[config.mk]
export PLATFORM = sky130hd
export DESIGN_NAME = pmdb_bank
export DESIGN_NICKNAME = d
export VERILOG_FILES = /design/src/inc/pmdb_pkg.sv /design/src/rtl/pmdb_gate.sv /design/src/rtl/pmdb_bank.sv
export VERILOG_INCLUDE_DIRS = /design/src /design/src/inc
export SDC_FILE = /design/constraint.sdc
export NUM_CORES = 1
export LEC_CHECK = 0
export BUFFER_PORTS_ARGS = -buffer_cell sky130_fd_sc_hd__buf_4
export CAP_MARGIN = 40
export CELL_PAD_IN_SITES_DETAIL_PLACEMENT = 1
export CELL_PAD_IN_SITES_GLOBAL_PLACEMENT = 2
export CORE_AREA = 2 2 109 84
export CTS_CLUSTER_DIAMETER = 150
export DETAILED_ROUTE_END_ITERATION = 6
export DIE_AREA = 0 0 111 86
export GPL_ROUTABILITY_DRIVEN = 0
export PLACE_DENSITY_LB_ADDON = 0.12
export SETUP_SLACK_MARGIN = 0.1
export SLEW_MARGIN = 20
export SYNTH_ARGS = -nofsm -noshare
export SYNTH_HDL_FRONTEND = slang
export SYNTH_SLANG_ARGS = --single-unit
[constraint.sdc]
create_clock -name mclk -period 3 [get_ports mclk]
set_input_delay 0.6 -clock mclk [delete_from_list [all_inputs] [get_ports mclk]]
set_output_delay 0.6 -clock mclk [all_outputs]
set_load 0.02 [all_outputs]
[src/inc/pmdb_consts.svh]
`ifndef PMDB_CONSTS_SVH
`define PMDB_CONSTS_SVH

// ----------------------------------------------------------------
// register byte addresses
// ----------------------------------------------------------------
`define PMDB_OFF_DIS2      12'h000
`define PMDB_OFF_DIS3      12'h004

// ----------------------------------------------------------------
// field positions and masks
// ----------------------------------------------------------------
`define PMDB_DIS2_MASK     16'hFFFF
`define PMDB_DIS3_MASK     16'hF003
`define PMDB_BIT_OC1       0
`define PMDB_BIT_OC2       1
`define PMDB_BIT_OC3       2
`define PMDB_BIT_OC4       3
`define PMDB_BIT_ADC2      0
`define PMDB_BIT_IIC2      1
`define PMDB_BIT_T6        12
`define PMDB_BIT_T7        13
`define PMDB_BIT_T8        14
`define PMDB_BIT_T9        15

// ----------------------------------------------------------------
// reset values
// ----------------------------------------------------------------
`define PMDB_RST_DIS2      16'h0000
`define PMDB_RST_DIS3      16'h0000

`endif

[src/inc/pmdb_pkg.sv]
package pmdb_pkg;

  typedef struct packed {
    logic        psel;
    logic        penable;
    logic        pwrite;
    logic [11:0] paddr;
    logic [31:0] pwdata;
  } pmdb_apb_req_t;

  typedef struct packed {
    logic        pready;
    logic        pslverr;
    logic [31:0] prdata;
  } pmdb_apb_rsp_t;

  typedef struct packed {
    logic outCompare1Off;
    logic outCompare2Off;
    logic outCompare3Off;
    logic outCompare4Off;
    logic timerSixOff;
    logic timerSevenOff;
    logic timerEightOff;
    logic timerNineOff;
    logic secondIicOff;
    logic secondAdcOff;
  } pmdb_off_t;

endpackage

[src/rtl/pmdb_gate.sv]
// ----------------------------------------------------------------
// per-peripheral clock gate and held reset
// ----------------------------------------------------------------
module pmdb_gate (
  input  wire logic mclk,
  input  wire logic reset_n,
  input  wire logic offReq,
  output logic      clkEn,
  output logic      periphRst_n
);
  logic offR_r;

  // latch the off request so the gated clock enable changes on an edge
  always_ff @(posedge mclk) begin
    if (!reset_n) begin
      offR_r <= 1'b0;
    end else begin
      offR_r <= offReq;
    end
  end

  assign clkEn       = ~offR_r;
  assign periphRst_n = ~offR_r;

  AST_GATE_FOLLOW: assert property (@(posedge mclk) disable iff (!reset_n)
    offReq |=> (!clkEn && !periphRst_n))
    else $error("gate did not stop a disabled peripheral");
endmodule // pmdb_gate

[src/rtl/pmdb_bank.sv]
// Behaviour
// - second register bit 3 disables output compare 4 when 1.
// - second register bit 2 disables output compare 3 when 1.
// - second register bit 1 disables output compare 2 when 1.
// - second register bit 0 disables output compare 1 when 1.
// - third register bits 15..12 disable timers 9, 8, 7, 6.
// - third register bits 11..2 ignore writes and read zero.
// - third register bit 1 disables the second iic unit.
// - third register bit 0 disables the second adc.
//
// Register access over APB and the register offsets are this design's own decisions.
`include "pmdb_consts.svh"

module pmdb_bank (
  input  wire logic                   mclk,
  input  wire logic                   reset_n,
  input  wire pmdb_pkg::pmdb_apb_req_t apbReq,
  output pmdb_pkg::pmdb_apb_rsp_t     apbRsp,
  output pmdb_pkg::pmdb_off_t         offState,
  output logic [9:0]                  periphClkEn,
  output logic [9:0]                  periphRst_n
);
  import pmdb_pkg::*;

  // ----------------------------------------------------------------
  // register storage
  // ----------------------------------------------------------------
  logic [15:0] disTwo_r;
  logic [15:0] disTwo_nxt;
  logic [15:0] disThree_r;
  logic [15:0] disThree_nxt;
  logic [31:0] rdData_r;
  logic [31:0] rdData_nxt;
  logic        err_r;
  logic        err_nxt;

  // ----------------------------------------------------------------
  // bus decode
  // ----------------------------------------------------------------
  wire setupPh   = apbReq.psel & ~apbReq.penable;
  wire hitTwo    = apbReq.paddr == `PMDB_OFF_DIS2;
  wire hitThree  = apbReq.paddr == `PMDB_OFF_DIS3;
  wire mapped    = hitTwo | hitThree;
  wire accessPh  = apbReq.psel & apbReq.penable;
  wire wrTwo     = accessPh & apbReq.pwrite & hitTwo;
  wire wrThree   = accessPh & apbReq.pwrite & hitThree;

  // read data is prepared in setup, so the slave answers with no wait state
  assign rdData_nxt = setupPh ? (hitTwo   ? {16'h0000, disTwo_r}   :
                                 hitThree ? {16'h0000, disThree_r} : 32'h00000000)
                              : rdData_r;
  assign err_nxt    = setupPh ? ~mapped : err_r;
  assign disTwo_nxt = wrTwo ? (apbReq.pwdata[15:0] & `PMDB_DIS2_MASK) : disTwo_r;
  // unimplemented bits are masked on write, so they read zero
  assign disThree_nxt = wrThree ? (apbReq.pwdata[15:0] & `PMDB_DIS3_MASK) : disThree_r;

  always_ff @(posedge mclk) begin
    if (!reset_n) begin
      disTwo_r   <= `PMDB_RST_DIS2;
      disThree_r <= `PMDB_RST_DIS3;
      rdData_r   <= 32'h00000000;
      err_r      <= 1'b0;
    end else begin
      disTwo_r   <= disTwo_nxt;
      disThree_r <= disThree_nxt;
      rdData_r   <= rdData_nxt;
      err_r      <= err_nxt;
    end
  end

  assign apbRsp.pready  = 1'b1;
  assign apbRsp.pslverr = accessPh & err_r;
  assign apbRsp.prdata  = rdData_r;

  // ----------------------------------------------------------------
  // disable fields
  // ----------------------------------------------------------------
  assign offState.outCompare4Off = disTwo_r[`PMDB_BIT_OC4];
  assign offState.outCompare3Off = disTwo_r[`PMDB_BIT_OC3];
  assign offState.outCompare2Off = disTwo_r[`PMDB_BIT_OC2];
  assign offState.outCompare1Off = disTwo_r[`PMDB_BIT_OC1];
  assign offState.timerNineOff   = disThree_r[`PMDB_BIT_T9];
  assign offState.timerEightOff  = disThree_r[`PMDB_BIT_T8];
  assign offState.timerSevenOff  = disThree_r[`PMDB_BIT_T7];
  assign offState.timerSixOff    = disThree_r[`PMDB_BIT_T6];
  assign offState.secondIicOff   = disThree_r[`PMDB_BIT_IIC2];
  assign offState.secondAdcOff   = disThree_r[`PMDB_BIT_ADC2];

  // ----------------------------------------------------------------
  // per-peripheral gates, index follows the struct order from msb
  // ----------------------------------------------------------------
  wire [9:0] offVec = offState;

  for (genvar g = 0; g < 10; g++) begin : gGate
    pmdb_gate uGate (
      .mclk       (mclk),
      .reset_n    (reset_n),
      .offReq     (offVec[g]),
      .clkEn      (periphClkEn[g]),
      .periphRst_n(periphRst_n[g])
    );
  end

  // ----------------------------------------------------------------
  // checks
  // ----------------------------------------------------------------
  AST_OC4_WRITE: assert property (@(posedge mclk) disable iff (!reset_n)
    wrTwo |=> offState.outCompare4Off == $past(apbReq.pwdata[3]))
    else $error("oc4 disable does not follow write");
  AST_OC3_WRITE: assert property (@(posedge mclk) disable iff (!reset_n)
    wrTwo |=> offState.outCompare3Off == $past(apbReq.pwdata[2]))
    else $error("oc3 disable does not follow write");
  AST_OC2_WRITE: assert property (@(posedge mclk) disable iff (!reset_n)
    wrTwo |=> offState.outCompare2Off == $past(apbReq.pwdata[1]))
    else $error("oc2 disable does not follow write");
  AST_OC1_WRITE: assert property (@(posedge mclk) disable iff (!reset_n)
    wrTwo |=> offState.outCompare1Off == $past(apbReq.pwdata[0]))
    else $error("oc1 disable does not follow write");
  AST_TIMER_WRITE: assert property (@(posedge mclk) disable iff (!reset_n)
    wrThree |=> {offState.timerNineOff, offState.timerEightOff, offState.timerSevenOff,
                 offState.timerSixOff} == $past(apbReq.pwdata[15:12]))
    else $error("timer disables do not follow write");
  AST_UNIMP_ZERO: assert property (@(posedge mclk) disable iff (!reset_n)
    (accessPh && !apbReq.pwrite && $past(setupPh && hitThree)) |-> apbRsp.prdata[11:2] == 10'h000)
    else $error("unimplemented bits read nonzero");
  AST_IIC_WRITE: assert property (@(posedge mclk) disable iff (!reset_n)
    wrThree |=> offState.secondIicOff == $past(apbReq.pwdata[1]))
    else $error("iic disable does not follow write");
  AST_ADC_WRITE: assert property (@(posedge mclk) disable iff (!reset_n)
    wrThree |=> offState.secondAdcOff == $past(apbReq.pwdata[0]))
    else $error("adc disable does not follow write");
  AST_RESET_CLEAR: assert property (@(posedge mclk)
    !reset_n |=> (disTwo_r == 16'h0000 && disThree_r == 16'h0000))
    else $error("disable bits not cleared by reset");
  AST_READBACK: assert property (@(posedge mclk) disable iff (!reset_n)
    (setupPh && hitTwo && !apbReq.pwrite) |=> apbRsp.prdata == {16'h0000, $past(disTwo_r)})
    else $error("second register read back mismatch");
  AST_GATED: assert property (@(posedge mclk) disable iff (!reset_n)
    $rose(offState.timerSixOff) |=> !periphClkEn[5])
    else $error("timer six clock not stopped");
  // a stray write to an unmapped place must not alias onto either register
  AST_UNMAPPED_HOLD: assert property (@(posedge mclk) disable iff (!reset_n)
    (accessPh && apbReq.pwrite && !mapped) |=> ($stable(disTwo_r) && $stable(disThree_r)))
    else $error("unmapped write changed a disable register");
  AST_READBACK3: assert property (@(posedge mclk) disable iff (!reset_n)
    (setupPh && hitThree && !apbReq.pwrite) |=> apbRsp.prdata == {16'h0000, $past(disThree_r)})
    else $error("third register read back mismatch");
  AST_UPPER_ZERO: assert property (@(posedge mclk) disable iff (!reset_n)
    (accessPh && !apbReq.pwrite) |-> apbRsp.prdata[31:16] == 16'h0000)
    else $error("upper half of read data nonzero");

  COV_WR_TWO:   cover property (@(posedge mclk) disable iff (!reset_n) wrTwo);
  COV_WR_THREE: cover property (@(posedge mclk) disable iff (!reset_n) wrThree);
  COV_BAD_ADDR: cover property (@(posedge mclk) disable iff (!reset_n) apbRsp.pslverr);
  COV_ALL_OFF:  cover property (@(posedge mclk) disable iff (!reset_n) periphClkEn == 10'h000);
endmodule // pmdb_bank

==> flow_summary.yaml <==
cells_and_area:
  final_cell_mix: "buf_4 (81), dfxtp_1 (49), nand2_1 (39), inv_1 (30), mux2i_1 (28)"
  antenna_cells: 0
  area_delta_synth_final_pct: 24.1
  nNetsFinal: 348
  final_common_cell: "buf_4"
  final_layout_size_suffix_gt1_share_pct: 30.7
yosys:
  syn-instance-count: 253
  muxShareOfSynthArea_pct: 12.5
  yosysSeqAreaShare_pct: 43.8
  synth_xor_area_share_pct: 0
  synthAdderAreaFrac_pct: 0
  async_reset_ff_share_pct: 0
  yosysWarnings: 0
  synth_cell_type_count: 22
  synth_edf_count: 0
  yosys_most_used_dff: "dfxtp_1"
  synth_top_family_by_area: "buffers and inverters"
  synth_compound_area_share_pct: 4.30
  synth-seq-cells: 49
  synth-simple-area-share_pct: 15.7
  netlist_area_mm2: 0.00224
  syn_avg_cell_area_um2: 8.85
sta:
  period_minus_slack_ns: 1.89
  fmax_ghz: 0.530
  rsz0062_at_grt: "false"
  finalHoldWorstSlack_ns: 0.456
  setup_ws_ns: 1.11
  skew_ns: 0.00400
  setup_viol: 0
  fin_setup_tns_ns: 0
  fin_crit_sh_pct: 62.9
  finalHoldViolations: 0
  worstMarginPinSlew_ns: 0.600
  slew_viol_final: 0
  relSlewSlack_pct: 59.7
power:
  p_leak_nw: 1.27
  p_per_area_mw_per_mm2: 463
  irDropWorstVdd_v: 0.000216
  power_mw: 1.29
clock_tree:
  cts_resized: 0
  post_cts_buffers: 0
  path_clk_slew_ns: 0.06
  clock_latency_ns: 0.28
  cts-root-buf: "clkbuf_16"
  htree_levels: 2
  cts_sinks: 49
  tritoncts: "built"
  hold_buffers: 0
  cts_buffers: 5
  clock_path_buffers: 2
place:
  io_buffers: 79
  dp_slack_ns: 0.789
  place_hpwl_um: 3660
setup_path:
  end_kind: "flip-flop"
  crit_buf_inv: 1
  critical_path_cell_count: 4
  slowest_stage: "nand4_1"
  r2r_cells: 2
  crit_path_max_incr_delay_ns: 0.56
  critPathKind: "input port to flip-flop"
  path_delay_family: "simple AND/OR/NAND/NOR gates"
  cp_cell_sequence: "buf_4 > nor3_1 > nand4_1 > mux2i_1"
  required_ns: 3.20
  arrival_ns: 2.09
  startpoint_type: "input port"
  path_max_fanout: 6
drt:
  routedWlPerCell_um: 12.5
  drc: 0
  routed-wl-met2_um: 2200
  maxUsedRoutingLayer: "met4"
  dr_total_vias: 1641
  ant_nets: 0
  met1_length_um: 2490
  postRouteWirelength_um: 5110
  vias_per_cell: 4.02
  drt_iter0_markers: 36
  drtPass1Iterations: 4
  dr_wl_met3_um: 356
grt:
  overflow: 0
  grt_pass1_vias: 1658
  grt_pass1_wl_um: 8070
  grt_antenna_before_repair: 0
  grtUsageTotal_pct: 10.8
  grt_max_degree: 31
outcome:
  status: "complete, no violations"
min_path:
  min-delay-path-class: "flip-flop to flip-flop"
  hold_path_depth: 2
floorplanning:
  rows: 29
  initial_core_util_pct: 26.7
  io_pins: 113
  die_h_um: 86
  die_w_um: 111
  dieArea_mm2: 0.00955
  core-area_mm2: 0.00838
run:
  maxCapViolCount: 0
[tightest hold or removal path: stages (launching register included)]
cell,delay [ns]
dfxtp_1,0.31
nand2_1,0.05
mux2i_1,0.05
[where the power goes]
| part | internal [mW] | switching (mW) |
|---|---|---|
| registers | 0.651 | 0.000351 |
| clock network | 0.307 | 0.235 |
| logic | 0.0377 | 0.0559 |
[per-stage QoR]
step           instances  util, %  instance area [um2]
2_1_floorplan        268        -                 2290
3_3_place_gp         399     31.4                 2630
3_5_place_dp         399     31.4                 2630
4_1_cts              407     33.0                 2770
5_1_grt              408     33.2                 2780
6_report             408     33.2                 2780
[synth_stat cells (all sizes together), types with 2 or more instances]
master / number / share of area, %
conb: 2 / 0.34
mux2i: 28 / 13
buf: 54 / 18
dfxtp: 49 / 44
nor4: 2 / 1.9
and4: 2 / 0.78
inv: 30 / 5.0
clkbuf: 4 / 0.67
nand4: 3 / 0.84
nand2: 39 / 6.5
nand3: 16 / 3.6
o21ai: 16 / 3.6
[registers in the layout (all words and copies together), names as in the netlist]
signal	flops
disThree_r	6
disTwo_r	16
rdData_r	16
err_r	1
gGate.uGate.offR_r	10
[area by class of cell]
cell class                      instances  area, um2
Clock inverter                          2       10.0
Multi-Input combinational cell        131        792
Clock buffer                            6        129
Timing Repair Buffer                   82        619
Tap cell                              108        135
Fill cell                             982       5600
Sequential cell                        49        981
Inverter                               30        113
[logic make-up (layout without fill, tap and decap cells)]
| logic type | count (synthesis) | after routing |
|---|---|---|
| buffers and inverters | 88 | 120 |
| and+or+nand+nor | 68 | 68 |
| DFF | 49 | 49 |
| muxes | 28 | 28 |
| AOI/OAI and AO/OA | 18 | 18 |
| other | 2 | 17 |
[routing by layer]
layer | GRT usage [%] | up-vias
met5 | 0 | -
met3 | 3.75 | 5
met2 | 17.2 | 58
li1 | - | 833
met4 | 3.75 | 0
met1 | 13.8 | 745
[path summary, 6_finish.rpt]
check	slack, ns	to	start
setup / recovery	1.11	disThree_r[12]$_SDFFE_PN0P_	apbReq[35]
hold / removal	0.46	disTwo_r[15]$_SDFFE_PN0P_	disTwo_r[15]$_SDFFE_PN0P_
setup reg to reg	2.26	rdData_r[0]$_SDFFE_PN0P_	disThree_r[0]$_SDFFE_PN0P_
hold reg to reg	0.46	disTwo_r[15]$_SDFFE_PN0P_	disTwo_r[15]$_SDFFE_PN0P_
No activity file was read; power rests on OpenSTA's default activity.
